### src/fdc_status_defines.svh
`ifndef FDC_STATUS_DEFINES_SVH
`define FDC_STATUS_DEFINES_SVH

// first status byte field positions
`define ST0_CLASS_HI 7
`define ST0_CLASS_LO 6
`define ST0_POSDONE 5
`define ST0_EQFAULT 4
`define ST0_HEAD 2
`define ST0_UNIT_HI 1
`define ST0_UNIT_LO 0
// second status byte field positions
`define ST1_PASTEND 7
`define ST1_CRC 5
`define ST1_OVERRUN 4
`define ST1_MISSING 2
`define ST1_WPROT 1
`define ST1_SYNC 0
// limits and counts
`define LAST_SECTOR_LIMIT 8'hFF
`define RECAL_STEP_LIMIT 7'h50
`define INDEX_PULSE_LIMIT 2'h2
`define RECAL_SETTLE_LIMIT 2'h2
// reset values
`define STATUS_RESET 8'h00
// result byte selectors
`define RESULT_SEL_FIRST 1'b0
`define RESULT_SEL_SECOND 1'b1

`endif

### src/fdc_status_pkg.sv
package fdc_status_pkg;

  typedef enum logic [1:0] {
    class_normal = 2'h0,
    class_abnormal = 2'h1,
    class_invalid = 2'h2,
    class_polling = 2'h3
  } termination_class_t;

  typedef enum logic [2:0] {
    cmd_other,
    cmd_read_data,
    cmd_read_deleted,
    cmd_write_data,
    cmd_write_deleted,
    cmd_format_track,
    cmd_read_id,
    cmd_read_track
  } command_kind_t;

  typedef enum logic [1:0] {
    pos_none,
    pos_seek,
    pos_relative_seek,
    pos_recalibrate
  } position_kind_t;

  // one-cycle event strobes from the command sequencer and data path
  typedef struct packed {
    logic step_pulse;
    logic step_outward;
    logic position_done;
    logic sector_access;
    logic [7:0] sector_number;
    logic command_end;
    logic crc_id_error;
    logic crc_data_error;
    logic service_late;
    logic sector_not_found;
    logic id_unreadable;
    logic sequence_broken;
    logic id_mark_seen;
    logic data_mark_missing;
  } status_events_t;

  typedef struct packed {
    logic [7:0] first;
    logic [7:0] second;
  } status_bytes_t;

endpackage

### src/fdc_pin_sync.sv
`timescale 1ns/1ps
module fdc_pin_sync (
  input wire logic ref_clk,
  input wire logic sys_rst,
  input wire logic [2:0] pin_in,
  output logic [2:0] pin_out
);
  logic [2:0] stage1;
  logic [2:0] next_stage1;
  logic [2:0] next_pin_out;

  // stage1 feeds only the second flop
  always_comb begin
    next_stage1 = pin_in;
    next_pin_out = stage1;
  end

  always_ff @(posedge ref_clk) begin
    if (sys_rst) begin
      stage1 <= 3'h0;
      pin_out <= 3'h0;
    end else begin
      stage1 <= next_stage1;
      pin_out <= next_pin_out;
    end
  end
endmodule

### src/fdc_index_counter.sv
`timescale 1ns/1ps
`include "fdc_status_defines.svh"
module fdc_index_counter (
  input wire logic ref_clk,
  input wire logic sys_rst,
  input wire logic restart,
  input wire logic index_level,
  input wire logic mark_seen,
  output logic limit_hit
);
  logic index_prev;
  logic [1:0] pulses;
  logic next_index_prev;
  logic [1:0] next_pulses;
  logic next_limit_hit;

  always_comb begin
    next_index_prev = index_level;
    next_pulses = pulses;
    next_limit_hit = 1'b0;
    if (restart || mark_seen) begin
      next_pulses = 2'h0;
    end else if (index_level && !index_prev) begin
      if (pulses == `INDEX_PULSE_LIMIT - 2'h1) begin
        // second index pulse without an id mark
        next_limit_hit = 1'b1;
        next_pulses = 2'h0;
      end else begin
        next_pulses = pulses + 2'h1;
      end
    end
  end

  always_ff @(posedge ref_clk) begin
    if (sys_rst) begin
      index_prev <= 1'b0;
      pulses <= 2'h0;
      limit_hit <= 1'b0;
    end else begin
      index_prev <= next_index_prev;
      pulses <= next_pulses;
      limit_hit <= next_limit_hit;
    end
  end
endmodule

### src/fdc_result_status.sv
`timescale 1ns/1ps
`include "fdc_status_defines.svh"

module fdc_result_status (
  input wire logic ref_clk,
  input wire logic sys_rst,
  input wire logic command_start,
  input wire fdc_status_pkg::command_kind_t command_kind,
  input wire fdc_status_pkg::position_kind_t position_kind,
  input wire logic command_invalid,
  input wire logic polling_abort,
  input wire logic head_select,
  input wire logic [1:0] unit_select,
  input wire fdc_status_pkg::status_events_t events,
  input wire logic outer_track_sense,
  input wire logic write_protect_input,
  input wire logic rotation_index_input,
  input wire logic transfer_count_done,
  input wire logic result_phase,
  input wire logic result_sel,
  output logic [7:0] result_data,
  output logic result_valid,
  output fdc_status_pkg::status_bytes_t status
);
  import fdc_status_pkg::*;

  logic [2:0] pins_sync;
  logic track_zero;
  logic protect_level;
  logic index_level;
  logic index_limit;

  fdc_pin_sync pin_sync_u (
    .ref_clk(ref_clk),
    .sys_rst(sys_rst),
    .pin_in({rotation_index_input, write_protect_input, outer_track_sense}),
    .pin_out(pins_sync)
  );

  always_comb begin
    track_zero = pins_sync[0];
    protect_level = pins_sync[1];
    index_level = pins_sync[2];
  end

  fdc_index_counter index_u (
    .ref_clk(ref_clk),
    .sys_rst(sys_rst),
    .restart(command_start),
    .index_level(index_level),
    .mark_seen(events.id_mark_seen),
    .limit_hit(index_limit)
  );

  command_kind_t kind;
  position_kind_t pos_kind;
  logic [6:0] step_count;
  logic count_seen;
  termination_class_t term_class;
  logic positioning_complete;
  logic equipment_fault;
  logic past_last_sector;
  logic crc_fault;
  logic overrun;
  logic sector_missing;
  logic write_blocked;
  logic address_sync_lost;
  logic head_num;
  logic [1:0] unit_num;
  logic executing;
  logic [1:0] settle_count;

  command_kind_t next_kind;
  position_kind_t next_pos_kind;
  logic [6:0] next_step_count;
  logic next_count_seen;
  termination_class_t next_term_class;
  logic next_positioning_complete;
  logic next_equipment_fault;
  logic next_past_last_sector;
  logic next_crc_fault;
  logic next_overrun;
  logic next_sector_missing;
  logic next_write_blocked;
  logic next_address_sync_lost;
  logic next_head_num;
  logic [1:0] next_unit_num;
  logic next_executing;
  logic [1:0] next_settle_count;
  status_bytes_t next_status;
  logic [7:0] next_result_data;
  logic next_result_valid;
  logic any_error;

  function automatic logic is_read_write(input command_kind_t k);
    return (k == cmd_read_data) || (k == cmd_read_deleted) ||
           (k == cmd_write_data) || (k == cmd_write_deleted);
  endfunction

  function automatic logic is_writing(input command_kind_t k);
    return (k == cmd_write_data) || (k == cmd_write_deleted) ||
           (k == cmd_format_track);
  endfunction

  function automatic logic is_sector_read(input command_kind_t k);
    return (k == cmd_read_data) || (k == cmd_read_deleted);
  endfunction

  // format spans two index pulses on purpose, so it never hunts an id mark
  function automatic logic hunts_id_mark(input command_kind_t k);
    return is_read_write(k) || (k == cmd_read_id) || (k == cmd_read_track);
  endfunction

  // invalid outranks polling, polling outranks plain failure
  function automatic termination_class_t end_class(input logic invalid, input logic polling,
      input logic failed);
    termination_class_t c;
    if (invalid) begin
      c = class_invalid;
    end else if (polling) begin
      c = class_polling;
    end else if (failed) begin
      c = class_abnormal;
    end else begin
      c = class_normal;
    end
    return c;
  endfunction

  always_comb begin
    next_kind = kind;
    next_pos_kind = pos_kind;
    next_step_count = step_count;
    next_count_seen = count_seen;
    next_term_class = term_class;
    next_positioning_complete = positioning_complete;
    next_equipment_fault = equipment_fault;
    next_past_last_sector = past_last_sector;
    next_crc_fault = crc_fault;
    next_overrun = overrun;
    next_sector_missing = sector_missing;
    next_write_blocked = write_blocked;
    next_address_sync_lost = address_sync_lost;
    next_head_num = head_num;
    next_unit_num = unit_num;
    next_executing = executing;
    next_settle_count = settle_count;
    any_error = 1'b0;
    if (command_start) begin
      // clear on start
      // events of this cycle belong to the old command
      next_kind = command_kind;
      next_pos_kind = position_kind;
      next_step_count = 7'h0;
      next_count_seen = 1'b0;
      next_term_class = class_normal;
      next_positioning_complete = 1'b0;
      next_equipment_fault = 1'b0;
      next_past_last_sector = 1'b0;
      next_crc_fault = 1'b0;
      next_overrun = 1'b0;
      next_sector_missing = 1'b0;
      next_write_blocked = 1'b0;
      next_address_sync_lost = 1'b0;
      next_executing = 1'b1;
      next_settle_count = 2'h0;
      next_head_num = head_select;
      next_unit_num = unit_select;
    end else begin
      if (transfer_count_done) begin
        next_count_seen = 1'b1;
      end
      // saturate so a stuck drive cannot wrap the count
      if (events.step_pulse && step_count != `RECAL_STEP_LIMIT) begin
        next_step_count = step_count + 7'h1;
      end
      // recalibrate limit
      // wait out the pin sync, or a drive that just reached zero is flagged
      if (pos_kind == pos_recalibrate && step_count == `RECAL_STEP_LIMIT) begin
        if (settle_count != `RECAL_SETTLE_LIMIT) begin
          next_settle_count = settle_count + 2'h1;
        end else if (!track_zero) begin
          next_equipment_fault = 1'b1;
        end
      end
      if (pos_kind == pos_relative_seek && events.step_pulse && events.step_outward &&
          track_zero) begin
        next_equipment_fault = 1'b1;
      end
      if (events.position_done && pos_kind != pos_none) begin
        next_positioning_complete = 1'b1;
      end
      // beyond last sector
      // eight bits hold no later sector, so FF stands for it
      if (events.sector_access && events.sector_number == `LAST_SECTOR_LIMIT) begin
        next_past_last_sector = 1'b1;
      end
      if (events.command_end && is_read_write(kind) && !count_seen && !transfer_count_done) begin
        next_past_last_sector = 1'b1;
      end
      if (events.crc_id_error || events.crc_data_error) begin
        next_crc_fault = 1'b1;
      end
      if (events.service_late) begin
        next_overrun = 1'b1;
      end
      if (events.sector_not_found && is_sector_read(kind)) begin
        next_sector_missing = 1'b1;
      end
      if (events.id_unreadable && kind == cmd_read_id) begin
        next_sector_missing = 1'b1;
      end
      if (events.sequence_broken && kind == cmd_read_track) begin
        next_sector_missing = 1'b1;
      end
      if (executing && protect_level && is_writing(kind)) begin
        next_write_blocked = 1'b1;
      end
      if (executing && index_limit && hunts_id_mark(kind)) begin
        next_address_sync_lost = 1'b1;
      end
      if (events.data_mark_missing) begin
        next_address_sync_lost = 1'b1;
      end
      if (events.command_end) begin
        // judged on next values so a same-cycle fault counts
        any_error = next_equipment_fault || next_past_last_sector || next_crc_fault ||
                    next_overrun || next_sector_missing || next_write_blocked ||
                    next_address_sync_lost;
        next_term_class = end_class(command_invalid, polling_abort, any_error);
        // level pins would keep raising bits once the command is over
        next_executing = 1'b0;
      end
    end
    next_status.first = `STATUS_RESET;
    next_status.first[`ST0_CLASS_HI:`ST0_CLASS_LO] = next_term_class;
    next_status.first[`ST0_POSDONE] = next_positioning_complete;
    next_status.first[`ST0_EQFAULT] = next_equipment_fault;
    next_status.first[`ST0_HEAD] = next_head_num;
    next_status.first[`ST0_UNIT_HI:`ST0_UNIT_LO] = next_unit_num;
    next_status.second = `STATUS_RESET;
    next_status.second[`ST1_PASTEND] = next_past_last_sector;
    next_status.second[`ST1_CRC] = next_crc_fault;
    next_status.second[`ST1_OVERRUN] = next_overrun;
    next_status.second[`ST1_MISSING] = next_sector_missing;
    next_status.second[`ST1_WPROT] = next_write_blocked;
    next_status.second[`ST1_SYNC] = next_address_sync_lost;
    next_result_valid = result_phase;
    if (!result_phase) begin
      next_result_data = `STATUS_RESET;
    end else if (result_sel == `RESULT_SEL_FIRST) begin
      next_result_data = next_status.first;
    end else begin
      next_result_data = next_status.second;
    end
  end

  always_ff @(posedge ref_clk) begin
    if (sys_rst) begin
      kind <= cmd_other;
      pos_kind <= pos_none;
      step_count <= 7'h0;
      count_seen <= 1'b0;
      term_class <= class_normal;
      positioning_complete <= 1'b0;
      equipment_fault <= 1'b0;
      past_last_sector <= 1'b0;
      crc_fault <= 1'b0;
      overrun <= 1'b0;
      sector_missing <= 1'b0;
      write_blocked <= 1'b0;
      address_sync_lost <= 1'b0;
      head_num <= 1'b0;
      unit_num <= 2'h0;
      executing <= 1'b0;
      settle_count <= 2'h0;
      status <= '0;
      result_data <= `STATUS_RESET;
      result_valid <= 1'b0;
    end else begin
      kind <= next_kind;
      pos_kind <= next_pos_kind;
      step_count <= next_step_count;
      count_seen <= next_count_seen;
      term_class <= next_term_class;
      positioning_complete <= next_positioning_complete;
      equipment_fault <= next_equipment_fault;
      past_last_sector <= next_past_last_sector;
      crc_fault <= next_crc_fault;
      overrun <= next_overrun;
      sector_missing <= next_sector_missing;
      write_blocked <= next_write_blocked;
      address_sync_lost <= next_address_sync_lost;
      head_num <= next_head_num;
      unit_num <= next_unit_num;
      executing <= next_executing;
      settle_count <= next_settle_count;
      status <= next_status;
      result_data <= next_result_data;
      result_valid <= next_result_valid;
    end
  end
endmodule

### config.mk
export PLATFORM = sky130hd
export DESIGN_NAME = fdc_result_status
export DESIGN_NICKNAME = d
export VERILOG_FILES = /design/src/fdc_status_pkg.sv /design/src/fdc_pin_sync.sv /design/src/fdc_index_counter.sv /design/src/fdc_result_status.sv
export VERILOG_INCLUDE_DIRS = /design/src
export SDC_FILE = /design/constraint.sdc
export NUM_CORES = 1
export LEC_CHECK = 0
export BUFFER_PORTS_ARGS = -buffer_cell sky130_fd_sc_hd__buf_2
export CELL_PAD_IN_SITES_DETAIL_PLACEMENT = 0
export CELL_PAD_IN_SITES_GLOBAL_PLACEMENT = 1
export CORE_UTILIZATION = 40
export CTS_CLUSTER_DIAMETER = 100
export CTS_CLUSTER_SIZE = 16
export DETAILED_ROUTE_END_ITERATION = 6
export PLACE_DENSITY_LB_ADDON = 0.3
export SYNTH_ARGS = -nofsm -noshare
export SYNTH_HDL_FRONTEND = slang
export SYNTH_SLANG_ARGS = --single-unit
export TNS_END_PERCENT = 5
### constraint.sdc
create_clock -name ref_clk -period 4.8 [get_ports ref_clk]
set_clock_uncertainty 0.05 [all_clocks]
set_input_delay 0.24 -clock ref_clk [delete_from_list [all_inputs] [get_ports ref_clk]]
set_output_delay 0.24 -clock ref_clk [all_outputs]
set_load 0.03 [all_outputs]
* Word level (Yosys, flattened, before mapping) *
Cells that the tools add are included.

storage, ports and cells
  register bits after elaboration = 64
  output and inout port bits = 25
  logic and storage cells = 134

operators by class
  add/subtract/negate cells = 3
  equality and inequality tests = 14
  multiplexer cells = 42
  bitwise operators = 2
  reduce and logical (&&, ||, !) cells = 44

operators with widths
  operator             count
  $mux 1               35
  $logic_and 1x1->1    18
  $logic_or 1x1->1     15
  $eq 3x3->1 const B   4
  $mux 2               6
  $eq 8x8->1 const B   1
  $mux 8               1
  $add 7x1->7 const B  1
  $eq 7x7->1 const B   1
  $ne 7x7->1 const B   1
  $eq 3x2->1 const B   2
  $reduce_or 2->1      3
  $reduce_or 3->1      2
  $add 2x1->2 const B  2
  $eq 2x2->1 const B   2
  $reduce_bool 2->1    2
  $eq 3x1->1 const B   1
  $logic_not 1->1      3
  $eq 2x1->1 const B   1
  $ne 2x2->1 const B   1
  $not 1->1            2
  $reduce_and 2->1     1

* Depth between registers and ports, before layout *
  depth after elaboration = 21
  gate-level depth with buffers = 6
  gate-level depth less buffers = 6

* Cells and area by module *
Synthesis repeated with hierarchy kept, for this count alone.

second synthesis, totals
  cells, all modules = 198
  area, all modules = 1891.8 µm²

by module, submodules not included
  module             instances  cells each  area an instance (µm²)  seq. area each (µm²)
  fdc_result_status  1          173         1590.3                  740.7
  fdc_pin_sync       1          12          157.7                   120.1
  fdc_index_counter  1          13          143.9                   80.1

* Worst setup path before layout *
OpenSTA, ideal clock, no wires.

  path kind = register -> register
  start point = register kind[0]
  end point = register result_data[6]
  library setup time = 0.134 ns
  data arrival time = 1.480 ns
  required time = 4.616 ns
  setup slack = 3.136 ns
  stages on the path, launching flop included = 7
  path buffers = 1
  cells stage by stage = dfxtp_1 -> buf_6 -> mux2_4 -> a221oi_4 -> nand4_2 -> o311ai_2 -> a211oi_1

between the ends
  cells in the longest elaborated chain, start to end = 20

ends and longest elaborated chain
  element                                   line                                               RTL
  from (decl)                               fdc_result_status.sv:55                            command_kind_t kind;
  from (signal assigned)                    fdc_result_status.sv:260                           kind <= cmd_other;
  from (signal assigned)                    fdc_result_status.sv:281                           kind <= next_kind;
  $eq 3x1->1 or $eq 3x2->1 (tied branches)  fdc_result_status.sv:96, fdc_result_status.sv:106
  $logic_or 1x1->1                          fdc_result_status.sv:96, fdc_result_status.sv:106
  $logic_or 1x1->1                          fdc_result_status.sv:96                            return (k == cmd_read_data) || (k == cmd_read_deleted) ||
  $logic_or 1x1->1                          fdc_result_status.sv:97                            (k == cmd_write_data) || (k == cmd_write_deleted);
  $logic_and 1x1->1 (3 in series)           fdc_result_status.sv:198                           if (events.command_end && is_read_write(kind) && !count_seen && !transfer_count_done) begin
  $mux 1                                    fdc_result_status.sv:198
  $mux 1                                    fdc_result_status.sv:149                           if (command_start) begin
  $logic_or 1x1->1 (3 in series)            fdc_result_status.sv:227                           any_error = next_equipment_fault || next_past_last_sector || next_crc_fault ||
  $logic_or 1x1->1 (2 in series)            fdc_result_status.sv:228                           next_overrun || next_sector_missing || next_write_blocked ||
  $logic_or 1x1->1 (*)                      fdc_result_status.sv:228
  $mux 1 (*)                                fdc_result_status.sv:122                           end else if (failed) begin
  $mux 2 (*)                                fdc_result_status.sv:120                           end else if (polling) begin
  $mux 2 (*)                                fdc_result_status.sv:118                           if (invalid) begin
  $mux 2 (*)                                fdc_result_status.sv:225                           if (events.command_end) begin
  $mux 2 (*)                                fdc_result_status.sv:149
  to (signal assigned)                      fdc_result_status.sv:278                           result_data <= `STATUS_RESET;
  to (signal assigned)                      fdc_result_status.sv:299                           result_data <= next_result_data;
  to (decl)                                 fdc_result_status.sv:21                            output logic [7:0] result_data,

Mark *: on every way between the ends. The rest lies on a longest branch, timed or not. The select of a mux whose other input is x is not followed.
A chain may end at the register's enable or synchronous reset.

* Worst setup path in the final report *
Ends and elaborated chain as after synthesis.

==> results_dict.tcl <==
set metrics [dict create \
    cts_num_sinks 47 \
    worstPathArrival_ps 1940 \
    drv_slew 0 \
    io_buffers 60 \
    finalCritPeriodShare 0.376 \
    syn-cell-area_um2 2020 \
    rsz0062_at_grt "false" \
    clkLatencyLatePin_ps 290 \
    hold_path_end "index_u.pulses[0]" \
    fmax_mhz 554 \
    fillers 503 \
    syn-instance-count 212 \
    clockBufferDepth 2 \
    r2r_setup_slack_ps 3000 \
    grt_antenna_before_repair 0 \
    final_nets 303 \
    finalPower_mw 0.799 \
    core_um2 4790 \
    p_comb_frac 0.114 \
    critPathCaptureType "register" \
    rr_endpoint "result_data[6]" \
    start_util 0.422 \
    io_pins 65 \
    die_w_um 73.1 \
    drive_gt1_frac 0.295 \
    hold_path_depth 2 \
    clk_pin_slew_ps 80 \
    worstHoldStart "events[1]" \
    layout.cells.non_filler 328 \
    worstSetupStartpointType "register" \
    overflow 0 \
    rows 25 \
    synth_area_per_cell_um2 9.53 \
    status "finished clean" \
    numCtsBuffers 5 \
    synthDistinctLibCells 44 \
    async_reset_ff_frac 0 \
    ir_drop_mv 0.153 \
    area_growth_syn_to_layout_pct 18.5 \
    grt_pass1_wl_um 6310 \
    p_sw_frac 0.239 \
    yosysSeqAreaShare 0.466 \
    stdcell_area_um2 2390 \
    power.leakage_nw 1.10 \
    intPower_mw 0.608 \
    die_h_um 73.1 \
    worstPathRequired_ps 4930 \
    clockRootBuffer "clkbuf_8" \
    grt_pass1_vias 1409 \
    pwr-share-clk 0.370 \
    ys_warn_count 0 \
    drt_iter0_drc 67 \
    synth_ff_type "dfxtp_1" \
    wl_per_cell_um 11.9 \
    hold_buffers 0 \
    hold_ws_ps 83.0 \
    cap_violations 0 \
    pwr-share-seq 0.516 \
    grt_max_degree 21 \
    finalHoldViolCount 0 \
    worstRegToRegCells 5 \
    cts_tree "yes" \
    cts_resized 0 \
    r2r-start "kind[0]" \
    dp_hpwl_um 2960 \
    p_per_area_nw_per_um2 334 \
    synth_edf_count 0 \
    finalCriticalPeriod_ps 1800 \
    drc 0 \
    final.setup.tns_ps 0 \
    die_area_um2 5340 \
    regArea_um2 941 \
    crit_path_max_fanout 6 \
    drtPass1Iterations 4 \
    grtUsageTotal 0.158 \
    n_antenna_cell 0 \
    gp_congestion 0.729 \
    place_area_um2 2280 \
    vias_per_cell 4.69 \
    multiInputGateArea_um2 917 \
    setup_viol 0 \
    power.switching_mw 0.191 \
    ant_nets 0 \
    postCtsSetupBuffers 0 \
    cts-htree-levels 2 \
    wirelength_um 3900 \
    hp-class "input port to register" \
    vias 1539 \
    critical_path_class "register to register" \
    dp.cells 320 \
    ys_seq_elements 47 \
]
==> metal layers <==
layer  share of wire  global-route usage
met4           0.015              0.0588
met1            0.47               0.199
met3           0.059              0.0511
met5               0                   0
met2            0.45               0.251
==> worst max-delay path, stage by stage (launching register included) <==
cell	delay (ps)
dfxtp_1	460
mux2_4	340
a221oi_4	340
nand4_2	130
o311ai_2	260
a211oi_1	110
==> power groups by stage <==
stage	Sequential (mW)	Combinational, mW	Clock [mW]
6_report	0.413	0.0911	0.296
5_1_grt	0.415	0.100	0.317
4_1_cts	0.413	0.0924	0.304
3_5_place_dp	0.422	0.0921	0
3_3_place_gp	0.422	0.0918	0
2_1_floorplan	0.426	0.0620	0
==> registers in the layout, summed over array words and instances, names as in the netlist, 2 cells and up <==
signal                   count
settle_count                 2
pos_kind                     2
kind                         3
status                      13
pin_sync_u.pin_out           3
result_data                  7
pin_sync_u.next_pin_out      3
index_u.pulses               2
step_count                   7
==> cell families after synthesis <==
group | after synthesis | synth area share
compound gates | 28 | 0.129
xor+xnor | 9 | 0.0390
fa+ha+maj | 3 | 0.0186
buf+inv | 31 | 0.0861
flops | 47 | 0.466
mux | 9 | 0.0471
other cells | 1 | 0.00186
simple gates | 84 | 0.213
==> worst max path at each step <==
stage                 start              to  slack (ps)  cells after the start
finish              kind[0]  result_data[6]        3000                      5
global route        kind[0]      status[14]        2880                      5
CTS                 kind[0]  result_data[6]        2990                      5
detailed placement  kind[0]  result_data[6]        3000                      5
global placement    kind[0]      status[14]        3030                      5
floorplan           kind[0]  result_data[6]        3140                      6
==> synth_stat cells (2+ instances only) <==
| library cell | number | area share |
|---|---|---|
| a211oi_1 | 6 | 0.022 |
| inv_1 | 9 | 0.017 |
| nand4_1 | 4 | 0.012 |
| nand2b_1 | 4 | 0.012 |
| dfxtp_1 | 47 | 0.47 |
| or3_1 | 2 | 0.0062 |
| nor2_1 | 34 | 0.063 |
| mux2i_1 | 8 | 0.040 |
| nand3_1 | 4 | 0.0099 |
| and2_1 | 3 | 0.0093 |
| xnor2_1 | 4 | 0.017 |
| ha_1 | 3 | 0.019 |
| o41ai_4 | 2 | 0.027 |
| xor2_1 | 5 | 0.022 |
| nand2_1 | 10 | 0.019 |
| nor2b_1 | 9 | 0.028 |
| clkbuf_1 | 6 | 0.011 |
| buf_4 | 13 | 0.048 |
| a31oi_1 | 2 | 0.0062 |
| a21oi_1 | 7 | 0.017 |
| o21ai_0 | 3 | 0.0074 |
| nor3_1 | 5 | 0.012 |
==> cell usage in the layout (no fill, tap or decap), types with 2 or more instances in the layout <==
| master | instances |
|---|---|
| nor3_1 | 5 |
| xor2_1 | 5 |
| nand4_1 | 4 |
| a31oi_1 | 2 |
| a21oi_1 | 7 |
| nand2b_1 | 4 |
| nor2b_1 | 9 |
| nor2_1 | 34 |
| or3_1 | 2 |
| mux2i_1 | 8 |
| and2_1 | 3 |
| a211oi_1 | 6 |
| conb_1 | 4 |
| clkbuf_8 | 6 |
| ha_1 | 3 |
| nand2_1 | 10 |
| nand3_1 | 4 |
| inv_1 | 9 |
| xnor2_1 | 4 |
| o41ai_4 | 2 |
| dfxtp_1 | 47 |
| buf_2 | 60 |
| o21ai_0 | 3 |
==> stage by stage <==
| step | setup WS, ps | utilization |
|---|---|---|
| 2_1_floorplan | 3140 | - |
| 3_3_place_gp | 3030 | 0.476 |
| 3_5_place_dp | 3000 | 0.476 |
| 4_1_cts | 2990 | 0.500 |
| 5_1_grt | 2880 | 0.500 |
| 6_report | 3000 | 0.500 |
==> final cells by class <==
| class | instances | area share |
|---|---|---|
| Sequential cell | 47 | 0.393 |
| Multi-Input combinational cell | 137 | 0.383 |
| Timing Repair Buffer | 60 | 0.125 |
| Tap cell | 67 | 0.0350 |
| Clock buffer | 6 | 0.0345 |
| Clock inverter | 2 | 0.0146 |
| Inverter | 9 | 0.0141 |
Power figures use the tool's default switching activity.
